**config.mk**
```make
export PLATFORM = sky130hd
export DESIGN_NAME = port_ctl
export DESIGN_NICKNAME = d
export VERILOG_FILES = /design/src/verilog/port_ctl_pkg.sv /design/src/verilog/port_ctl.sv
export VERILOG_INCLUDE_DIRS = /design/src /design/src/verilog
export SDC_FILE = /design/constraint.sdc
export NUM_CORES = 1
export LEC_CHECK = 0
export BUFFER_PORTS_ARGS = -buffer_cell sky130_fd_sc_hd__buf_2
export CORE_MARGIN = 2
export CORE_UTILIZATION = 55
export DETAILED_ROUTE_END_ITERATION = 6
export GPL_TIMING_DRIVEN = 0
export PLACE_DENSITY = 0.79
export RECOVER_POWER = 50
export SKIP_LAST_GASP = 1
export SYNTH_ARGS = -nofsm -noshare
export SYNTH_HDL_FRONTEND = slang
export SYNTH_SLANG_ARGS = --single-unit
```
**constraint.sdc**
```tcl
create_clock -name core_clk -period 2.35 [get_ports core_clk]
set_input_delay 0.235 -clock core_clk [delete_from_list [all_inputs] [get_ports core_clk]]
set_output_delay 0.235 -clock core_clk [all_outputs]
set_load 0.05 [all_outputs]
```
**src/verilog/port_ctl_defs.svh**
```systemverilog
/*
 Constants for the port power and jack detect controller: register offsets,
 field codes and timing counts. Assumes a 20 MHz core clock.
*/
`ifndef PORT_CTL_DEFS_SVH
`define PORT_CTL_DEFS_SVH

// Register word offsets
`define REG_PWR 8'h00
`define REG_PORT_EN 8'h04
`define REG_BIAS 8'h08
`define REG_BOOST 8'h0C
`define REG_LEVEL 8'h10
`define REG_PRESENT 8'h14
`define REG_IRQ_STAT 8'h18
`define REG_IRQ_MASK 8'h1C
`define REG_MODE 8'h20
`define REG_LINK 8'h24
`define REG_UNSOL_EN 8'h28

// Bias selector codes, three bits per port
`define BIAS_HIZ 3'h0
`define BIAS_50 3'h1
`define BIAS_GND 3'h2
`define BIAS_80 3'h4

// Interrupt status bits
`define IRQ_JACK 0
`define IRQ_WAKE 1
`define IRQ_UNSOL 2
`define IRQ_LATE 3

// Wake to report deadline
`define WAKE_LIMIT_US 10000
`define CLK_MHZ 20
`define WAKE_LIMIT_CYC (`WAKE_LIMIT_US * `CLK_MHZ)
// Link clock considered stopped after this many core cycles without an edge
`define LINK_IDLE_CYC 64
`endif

```
**src/verilog/port_ctl_pkg.sv**
```systemverilog
/*
 Types for the port power and jack detect controller.
 Assumes port_ctl_defs.svh is compiled alongside.
*/
package port_ctl_pkg;
	typedef enum logic [2:0] {
		PWR_D0 = 3'b000,
		PWR_D1 = 3'b001,
		PWR_D2 = 3'b010,
		PWR_D3 = 3'b011,
		PWR_D3COLD = 3'b100,
		PWR_D4 = 3'b101,
		PWR_D5 = 3'b110
	} pwr_state_e;

	typedef enum logic [2:0] {
		PM_SILENT = 3'b000,
		PM_INPUT = 3'b001,
		PM_OUTPUT = 3'b010,
		PM_IN_DOWN = 3'b011,
		PM_OUT_LOW = 3'b100,
		PM_KEEP_BIAS = 3'b101,
		PM_OFF = 3'b110
	} port_mode_e;

	typedef enum logic [1:0] {
		WK_IDLE = 2'b00,
		WK_REQ = 2'b01,
		WK_WAIT_ENUM = 2'b10
	} wake_state_e;
endpackage

```
**src/verilog/port_ctl.sv**
```systemverilog
/*
 Port power, microphone bias, boost, output level and jack detect control for
 eight bidirectional analog ports. Assumes a register port on core_clk, and
 link reset, link clock and jack sense levels arriving from outside the domain.
*/
`timescale 1ns/1ps
`include "port_ctl_defs.svh"

module port_ctl #(
	parameter int NPORT = 8,
	parameter int WAKE_LIMIT = `WAKE_LIMIT_CYC,
	parameter logic [7:0] BIAS_PORTS = 8'h17,
	parameter logic [7:0] LEVEL_PORTS = 8'h0B
) (
	input wire logic core_clk,
	input wire logic sys_rst,
	input wire logic [7:0] reg_addr,
	input wire logic [31:0] reg_wdata,
	input wire logic reg_wr,
	input wire logic reg_rd,
	output logic [31:0] reg_rdata,
	input wire logic link_rst_n,
	input wire logic link_bclk,
	input wire logic [NPORT-1:0] jack_sense,
	input wire logic pkg_large,
	output logic [NPORT*3-1:0] port_mode,
	output logic [NPORT*3-1:0] bias_sel,
	output logic [NPORT*2-1:0] boost_sel,
	output logic [NPORT-1:0] level_hi,
	output logic [NPORT-1:0] beep_route,
	output logic pwr_change_req,
	output logic unsol_req,
	output logic [NPORT-1:0] unsol_tag,
	output logic irq
);
	import port_ctl_pkg::*;

	// Elaboration checks: the register layout fixes the port count
	if (NPORT != 8) begin : g_nport_check
		$error("port_ctl supports exactly eight ports");
	end
	if (WAKE_LIMIT < 1) begin : g_limit_check
		$error("port_ctl needs a positive wake limit");
	end

	logic [2:0] pwr_r;
	logic [NPORT-1:0] in_en_r, out_en_r, level_r, present_r, unsol_tag_r;
	logic [NPORT*3-1:0] bias_r;
	logic [NPORT*2-1:0] boost_r;
	logic [3:0] stat_r, mask_r;
	logic beep_en_r, unsol_en_r, enum_done_r, unsol_r, pcr_r, late_r;
	logic [1:0] rst_sync_r, clk_sync_r;
	logic [NPORT-1:0] sense_s1_r, sense_s2_r;
	logic [1:0] pkg_sync_r;
	logic clk_prev_r;
	logic [6:0] idle_cnt_r;
	logic [31:0] wake_cnt_r;
	logic [31:0] rdata_nxt;
	logic [3:0] stat_set;
	logic link_low, jack_change;
	wake_state_e wk_r;

	// Two flip-flop synchronisers for all foreign inputs
	always_ff @(posedge core_clk) begin
		if (sys_rst) begin
			rst_sync_r <= 2'h0;
			clk_sync_r <= 2'h0;
			sense_s1_r <= '0;
			sense_s2_r <= '0;
			pkg_sync_r <= 2'h0;
		end else begin
			rst_sync_r <= {rst_sync_r[0], link_rst_n};
			clk_sync_r <= {clk_sync_r[0], link_bclk};
			sense_s1_r <= jack_sense;
			sense_s2_r <= sense_s1_r;
			pkg_sync_r <= {pkg_sync_r[0], pkg_large};
		end
	end

	// Link clock activity watch; stopped clock plus reset means low power
	always_ff @(posedge core_clk) begin
		if (sys_rst) begin
			clk_prev_r <= 1'b0;
			idle_cnt_r <= 7'h00;
		end else begin
			clk_prev_r <= clk_sync_r[1];
			if (clk_prev_r != clk_sync_r[1])
				idle_cnt_r <= 7'h00;
			else if (idle_cnt_r != 7'(`LINK_IDLE_CYC))
				idle_cnt_r <= idle_cnt_r + 7'h01;
		end
	end
	assign link_low = !rst_sync_r[1] && (idle_cnt_r == 7'(`LINK_IDLE_CYC));

	// Sensing runs on core_clk, independent of the link clock
	assign jack_change = (present_r != sense_s2_r) && (pwr_r <= PWR_D3);

	// Presence follows the synchronised sense lines in D0 to D3 and holds in deeper states
	always_ff @(posedge core_clk) begin
		if (sys_rst)
			present_r <= '0;
		else if (pwr_r <= PWR_D3)
			present_r <= sense_s2_r;
	end

	// Wake sequence: request while low, report after enumeration
	always_ff @(posedge core_clk) begin
		if (sys_rst) begin
			wk_r <= WK_IDLE;
			pcr_r <= 1'b0;
			unsol_r <= 1'b0;
			unsol_tag_r <= '0;
			wake_cnt_r <= 32'h0;
			late_r <= 1'b0;
		end else begin
			unsol_r <= 1'b0;
			late_r <= 1'b0;
			case (wk_r)
				WK_IDLE: begin
					wake_cnt_r <= 32'h0;
					if (jack_change && link_low) begin
						wk_r <= WK_REQ;
						pcr_r <= 1'b1;
						unsol_tag_r <= present_r ^ sense_s2_r;
					end else if (jack_change && unsol_en_r && enum_done_r) begin
						unsol_r <= 1'b1;
						unsol_tag_r <= present_r ^ sense_s2_r;
					end
				end
				WK_REQ: begin
					wake_cnt_r <= wake_cnt_r + 32'h1;
					if (rst_sync_r[1]) begin
						pcr_r <= 1'b0;
						wk_r <= WK_WAIT_ENUM;
					end
				end
				WK_WAIT_ENUM: begin
					wake_cnt_r <= wake_cnt_r + 32'h1;
					if (enum_done_r) begin
						unsol_r <= 1'b1;
						wk_r <= WK_IDLE;
						late_r <= (wake_cnt_r >= 32'(WAKE_LIMIT));
					end else if (!rst_sync_r[1]) begin
						wk_r <= WK_REQ;
						pcr_r <= 1'b1;
					end
				end
				default: wk_r <= WK_IDLE;
			endcase
			if (jack_change && wk_r != WK_IDLE)
				unsol_tag_r <= unsol_tag_r | (present_r ^ sense_s2_r);
		end
	end

	// Per port operating condition from power state and enables
	always_comb begin
		for (int i = 0; i < NPORT; i++) begin
			port_mode_e m;
			m = PM_SILENT;
			case (pwr_r)
				PWR_D0, PWR_D1: begin
					if (in_en_r[i]) m = PM_INPUT;
					else if (out_en_r[i]) m = PM_OUTPUT;
					else m = PM_SILENT;
				end
				PWR_D2: begin
					if (in_en_r[i]) m = out_en_r[i] ? PM_INPUT : PM_IN_DOWN;
					else if (out_en_r[i]) m = PM_OUTPUT;
					else m = PM_SILENT;
				end
				PWR_D3: begin
					if (in_en_r[i] && out_en_r[i]) m = PM_INPUT;
					else if (out_en_r[i]) m = PM_OUT_LOW;
					else m = PM_KEEP_BIAS;
				end
				PWR_D3COLD, PWR_D4: m = PM_KEEP_BIAS;
				PWR_D5: m = PM_OFF;
				default: m = PM_OFF;
			endcase
			port_mode[i*3 +: 3] = m;
			beep_route[i] = beep_en_r && (m == PM_OUT_LOW || m == PM_OUTPUT);
		end
	end

	// Bias, boost and level drive; bias only on ports that have a pin
	always_comb begin
		for (int i = 0; i < NPORT; i++) begin
			if (BIAS_PORTS[i] && (i != 2 || pkg_sync_r[1]) && pwr_r != PWR_D5)
				bias_sel[i*3 +: 3] = bias_r[i*3 +: 3];
			else
				bias_sel[i*3 +: 3] = `BIAS_HIZ;
		end
		boost_sel = boost_r;
		level_hi = level_r & LEVEL_PORTS;
	end

	// Bias code filter: reserved codes fall to high impedance
	function automatic logic [2:0] bias_filter(input logic [2:0] c);
		if (c == `BIAS_80 || c == `BIAS_50 || c == `BIAS_GND)
			return c;
		return `BIAS_HIZ;
	endfunction

	// Software control registers
	always_ff @(posedge core_clk) begin
		if (sys_rst) begin
			pwr_r <= PWR_D3;
			in_en_r <= '0;
			out_en_r <= '0;
			bias_r <= '0;
			boost_r <= '0;
			level_r <= '0;
			mask_r <= 4'h0;
			beep_en_r <= 1'b0;
			unsol_en_r <= 1'b0;
			enum_done_r <= 1'b0;
		end else begin
			if (!rst_sync_r[1])
				enum_done_r <= 1'b0;
			if (reg_wr) begin
				case (reg_addr)
					`REG_PWR: pwr_r <= (reg_wdata[2:0] > 3'(PWR_D5)) ? 3'(PWR_D5) : reg_wdata[2:0];
					`REG_PORT_EN: begin
						in_en_r <= reg_wdata[7:0];
						out_en_r <= reg_wdata[15:8];
					end
					`REG_BIAS: begin
						for (int i = 0; i < NPORT; i++)
							bias_r[i*3 +: 3] <= bias_filter(reg_wdata[i*3 +: 3]);
					end
					`REG_BOOST: boost_r <= reg_wdata[15:0];
					`REG_LEVEL: level_r <= reg_wdata[7:0] & LEVEL_PORTS;
					`REG_IRQ_MASK: mask_r <= reg_wdata[3:0];
					`REG_MODE: beep_en_r <= reg_wdata[0];
					`REG_LINK: enum_done_r <= reg_wdata[0];
					`REG_UNSOL_EN: unsol_en_r <= reg_wdata[0];
					default: ;
				endcase
			end
		end
	end

	// Sticky interrupt status, set beats write-one-to-clear
	assign stat_set = {late_r, unsol_r, wk_r == WK_IDLE && jack_change && link_low, jack_change};
	always_ff @(posedge core_clk) begin
		if (sys_rst)
			stat_r <= 4'h0;
		else if (reg_wr && reg_addr == `REG_IRQ_STAT)
			stat_r <= (stat_r & ~reg_wdata[3:0]) | stat_set;
		else
			stat_r <= stat_r | stat_set;
	end
	assign irq = |(stat_r & mask_r);

	// Read mux
	always_comb begin
		rdata_nxt = 32'h0;
		case (reg_addr)
			`REG_PWR: rdata_nxt = {29'h0, pwr_r};
			`REG_PORT_EN: rdata_nxt = {16'h0, out_en_r, in_en_r};
			`REG_BIAS: rdata_nxt = {8'h0, bias_r};
			`REG_BOOST: rdata_nxt = {16'h0, boost_r};
			`REG_LEVEL: rdata_nxt = {24'h0, level_r};
			`REG_PRESENT: rdata_nxt = {24'h0, present_r};
			`REG_IRQ_STAT: rdata_nxt = {28'h0, stat_r};
			`REG_IRQ_MASK: rdata_nxt = {28'h0, mask_r};
			`REG_MODE: rdata_nxt = {31'h0, beep_en_r};
			`REG_LINK: rdata_nxt = {29'h0, link_low, pcr_r, enum_done_r};
			`REG_UNSOL_EN: rdata_nxt = {31'h0, unsol_en_r};
			default: rdata_nxt = 32'h0;
		endcase
	end

	// Registered read data, valid the cycle after the strobe
	always_ff @(posedge core_clk) begin
		if (sys_rst)
			reg_rdata <= 32'h0;
		else if (reg_rd)
			reg_rdata <= rdata_nxt;
		else
			reg_rdata <= 32'h0;
	end

	assign pwr_change_req = pcr_r;
	assign unsol_req = unsol_r;
	assign unsol_tag = unsol_tag_r;

	// Checks next to the logic
	a_both_en_input: assert property (@(posedge core_clk) disable iff (sys_rst)
		(pwr_r <= PWR_D3 && in_en_r[0] && out_en_r[0]) |-> port_mode[2:0] == PM_INPUT)
		else $error("both enables did not give input");
	a_d5_all_off: assert property (@(posedge core_clk) disable iff (sys_rst)
		pwr_r == PWR_D5 |-> port_mode == {NPORT{PM_OFF}} && bias_sel == '0)
		else $error("port not off in D5");
	a_d2_in_down: assert property (@(posedge core_clk) disable iff (sys_rst)
		(pwr_r == PWR_D2 && in_en_r[1] && !out_en_r[1]) |-> port_mode[5:3] == PM_IN_DOWN)
		else $error("D2 input not powered down");
	a_d3_keep_bias: assert property (@(posedge core_clk) disable iff (sys_rst)
		(pwr_r == PWR_D3COLD || pwr_r == PWR_D4) |-> port_mode[2:0] == PM_KEEP_BIAS)
		else $error("coupling bias not kept");
	a_bias_legal: assert property (@(posedge core_clk) disable iff (sys_rst)
		reg_wr && reg_addr == `REG_BIAS && reg_wdata[2:0] == 3'h7 |=> bias_r[2:0] == `BIAS_HIZ)
		else $error("reserved bias code kept");
	a_no_bias_pin: assert property (@(posedge core_clk) disable iff (sys_rst)
		bias_sel[23:15] == '0 && bias_sel[11:9] == '0)
		else $error("bias on port without pin");
	a_wake_request: assert property (@(posedge core_clk) disable iff (sys_rst)
		(wk_r == WK_IDLE && jack_change && link_low) |=> pwr_change_req && unsol_tag != '0)
		else $error("no wake request on change");
	a_wake_report: assert property (@(posedge core_clk) disable iff (sys_rst)
		(wk_r == WK_WAIT_ENUM && enum_done_r) |=> unsol_req ##1 !unsol_req)
		else $error("no report after enumeration");
	a_beep_d3: assert property (@(posedge core_clk) disable iff (sys_rst)
		(pwr_r == PWR_D3 && out_en_r[3] && !in_en_r[3]) |-> beep_route[3] == beep_en_r)
		else $error("beep not routed in D3");
	a_d01_output: assert property (@(posedge core_clk) disable iff (sys_rst)
		(pwr_r <= PWR_D1 && out_en_r[1] && !in_en_r[1]) |-> port_mode[5:3] == PM_OUTPUT)
		else $error("output-only port not active in D0 or D1");
	a_idle_silent: assert property (@(posedge core_clk) disable iff (sys_rst)
		(pwr_r <= PWR_D2 && !in_en_r[3] && !out_en_r[3]) |-> port_mode[11:9] == PM_SILENT)
		else $error("idle port not driving silence");
	a_small_pkg_c: assert property (@(posedge core_clk) disable iff (sys_rst)
		!pkg_sync_r[1] |-> bias_sel[8:6] == `BIAS_HIZ)
		else $error("port C bias in small package");
	a_boost_pass: assert property (@(posedge core_clk) disable iff (sys_rst)
		(reg_wr && reg_addr == `REG_BOOST) |=> boost_sel == 16'($past(reg_wdata)))
		else $error("boost setting not applied");
	a_level_mask: assert property (@(posedge core_clk) disable iff (sys_rst)
		(reg_wr && reg_addr == `REG_LEVEL) |=> level_hi == (8'($past(reg_wdata)) & LEVEL_PORTS))
		else $error("raised level not applied");
	a_active_unsol: assert property (@(posedge core_clk) disable iff (sys_rst)
		(wk_r == WK_IDLE && jack_change && !link_low && unsol_en_r && enum_done_r)
		|=> unsol_req && !pwr_change_req)
		else $error("no direct report with link active");
endmodule

```
==> qor.txt <==
unrepaired setup endpoints after global routing = false
CTS Buf Count = 17
DRT Pass-1 Iters = 6
Hold Violations, Final = 2
initial antenna violation count = 4
initial core utilization = 0.564
Synth async-reset ratio = 0
Die Ht = 129 um
Die Area = 16,700 um^2
Post-Syn Area = 8600 um^2
FF-to-FF Start = idle_cnt_r[3]
CTS max path bufs = 2
first-pass GRT wire length = 37,300 um
sequential fraction of the synthesis area = 0.419
setup violators final = 0
fmax = 0.440 GHz
worst min path class = in2reg
hpwl dp = 17,700 um
routability congestion estimate = 0.944
clk sinks = 180
status = finished with violations
failing checks = hold timing
CORE AREA = 15,300 um^2
synthesized area per cell = 8.33 um^2
Synth Area in Simple Gates = 0.264
nets = 1,297
H-tree Lvls = 4
Rel. slew slack = 0.394
# rows = 45
WHS Path Cells = 2
IR drop worst, VDD = 541 uV
CP required = 2120 ps
Setup crit start = pwr_r[1]
fin. max-slew vios = 0
Syn Inst Count = 1,032
clock period minus worst slack = 2270 ps
antenna viol nets, final = 0
WL/cell = 16.7 um
xor/xnor share of the synthesized area = 0.0438
P_leak = 4.17 nW
Final Core Density = 0.675
drt drc = 0
GRT Total Usage = 0.288
crit-path max cell delay = 500 ps
Worst-path clk slew = 70 ps
Setup Buffers After CTS = 0
Setup Crit Path Kind = reg2out
# IOs = 178
crit path max fanout = 10
proportion of synthesized area in mux cells = 0.0623
Netlist cell types = 60
vias in the first global route = 7,221
area delta synth->final = 19.7%
synthesis-stage register bit count = 180
CTS tree = done
crit end category = output port
largest family of logic cells by synthesized area = simple AND/OR/NAND/NOR gates
final worst slack = 76.0 ps
Fin Hold WS = -2.38 ps
grt total ovfl = 0
clock root cell = clkbuf_16
Clock Skew = 6.80 ps
slowest cell on the critical path = nor2_1
Synth Area in Compound Gates = 0.115
Routed WL = 24,100 um
Via density = 5.51
Worst Reg-to-Reg Cells = 5
Worst R2R End = wk_r[1]
most frequent CP cell = nand2_1
largest net degree at the start of global routing = 19
crit path DAT = 2040 ps
Worst-Margin Slew = 901 ps
dpl ws = -151 ps
Post-synth top flop = dfxtp_1
IO buf count = 141
Pwr Density = 616 nW/um^2
die extent in x = 129 um
max-cap violation count = 0
Reg2Reg Setup Slack = 260 ps
Vias = 7,967
Iteration-0 DRC Markers = 669
Syn. warnings = 0
clk_lat worst skew = 450 ps
layout cell share with drive strength beyond 1 = 0.169
Critical Path Source Type = register
Setup crit end = port_mode[22]
Post-synth EDFFs = 0
Cell Chain, Critical Path = clkbuf_2 -> nor2_1 -> nand2_1 -> nand2_1 -> buf_2
adder-cell share of the synthesized area = 0.0364
Tcrit/Tclk final = 0.968
fillers = 1,273
layout by cell type, fill, tap and decap left out, types with 28 or more instances in the layout:
| master | synthesis | layout |
|---|---|---|
| dfxtp_1 | 180 | 175 |
| a21oi_1 | 70 | 62 |
| inv_1 | 28 | 28 |
| buf_2 | 5 | 89 |
| mux2i_1 | 40 | 40 |
| nand2_1 | 143 | 140 |
| nor2_1 | 151 | 150 |
| nor2b_1 | 30 | 30 |
| buf_4 | 25 | 29 |
| clkbuf_1 | 42 | 85 |
| nand3_1 | 37 | 37 |
worst min path at each step:
stage	start	to	slack (ps)
floorplan	link_bclk	clk_sync_r[0]	360
global placement	late_r	stat_r[3]	420
detailed placement	rst_sync_r[0]	rst_sync_r[1]	430
CTS	jack_sense[3]	sense_s1_r[3]	0.7
global route	pkg_large	pkg_sync_r[0]	7
finish	pkg_large	pkg_sync_r[0]	-2
kinds of logic after synthesis:
group                    after synthesis
AND/OR/NAND/NOR                      464
flip-flops                           180
AO/OA/AOI/OAI                        163
buffers and inverters                105
multiplexers                          51
XOR/XNOR                              43
adder cells (fa/ha/maj)               25
other                                  1
power breakdown:
part           internal [mW]  leakage (nW)  switching, mW
combinational          0.152          2.44          0.339
clock                   1.40         0.275           1.34
sequential              3.09          1.46         0.0258
total                   4.64          4.17           1.70
routing by layer:
metal,global-route usage,wire [um],up-vias
li1,-,-,3839
met2,0.476,11400,361
met1,0.370,9980,3709
met5,0,0,-
met4,0.107,778,0
met3,0.0656,1880,58
sequential cells by signal, indices dropped and copies added (netlist names), 2 cells and up:
signal / flops
bias_r: 24
boost_sel: 16
clk_sync_r: 2
idle_cnt_r: 7
in_en_r: 8
level_r: 3
mask_r: 4
out_en_r: 8
pkg_sync_r: 2
present_r: 8
pwr_r: 3
reg_rdata: 24
rst_sync_r: 2
sense_s1_r: 8
sense_s2_r: 8
stat_r: 4
unsol_tag: 8
wake_cnt_r: 32
wk_r: 2
what timing repair did:
| action | 4_1_cts | 5_1_grt |
|---|---|---|
| pin swaps | 0 | 0 |
| hold endpoints to repair | 1 | 1 |
| gates resized for setup | 13 | 29 |
| endpoints found under the setup margin | 42 | 43 |
| hold buffers | 1 | 1 |
area by class of cell:
| class | count | area (um^2) | share of cell area |
|---|---|---|---|
| inverters | 28 | 105 | 0.0102 |
| plain buffers | 76 | 419 | 0.0407 |
| diodes | 4 | 10.0 | 0.000973 |
| well taps | 211 | 264 | 0.0257 |
| flip-flops and latches | 180 | 3610 | 0.351 |
| repair buffers | 143 | 681 | 0.0661 |
| clock buffers | 17 | 425 | 0.0413 |
| multi-input cells | 771 | 4640 | 0.450 |
| clock inverters | 15 | 143 | 0.0139 |
synth_stat cells, types with 4 or more instances:
master,number,area share
clkbuf_1,42,0.018
a22oi_1,18,0.016
nand3b_1,5,0.0044
inv_1,28,0.012
dfxtp_1,180,0.42
a21oi_1,70,0.041
a211o_1,4,0.0041
nand3_1,37,0.022
nand2b_1,5,0.0036
and2_1,21,0.015
xor2_1,27,0.027
nor3_1,7,0.0041
or4b_1,8,0.0093
xnor2_1,16,0.016
o2bb2ai_1,9,0.0092
nand4_1,17,0.012
nor2b_1,30,0.022
and3_1,8,0.0058
o22ai_1,9,0.0065
buf_2,5,0.0029
buf_4,25,0.022
o21ai_0,26,0.015
nor4_1,6,0.0044
nor2_1,151,0.066
nand2_1,143,0.062
mux2i_1,40,0.047
mux2_2,10,0.013
ha_1,25,0.036
a31oi_1,8,0.0058
critical path: cells and delay by family, from the launching register on:
family / cells / cell delay (ps)
AND/OR/NAND/NOR: 3 / 730
buffers and inverters: 2 / 520
flip-flops: 1 / 340
per-stage QoR:
stage	hold slack (ps)	power [mW]	TNS (ps)	instance area, um^2	std cells
floorplan	363	3.51	0	8720	1056
global placement	422	3.66	-267	9690	1408
detailed placement	429	3.66	-322	9690	1408
CTS	0.697	6.34	-19.1	10300	1440
global route	7.50	6.53	0	10300	1445
finish	-2.38	6.34	0	10300	1445
(Power assumes the default switching activity.)
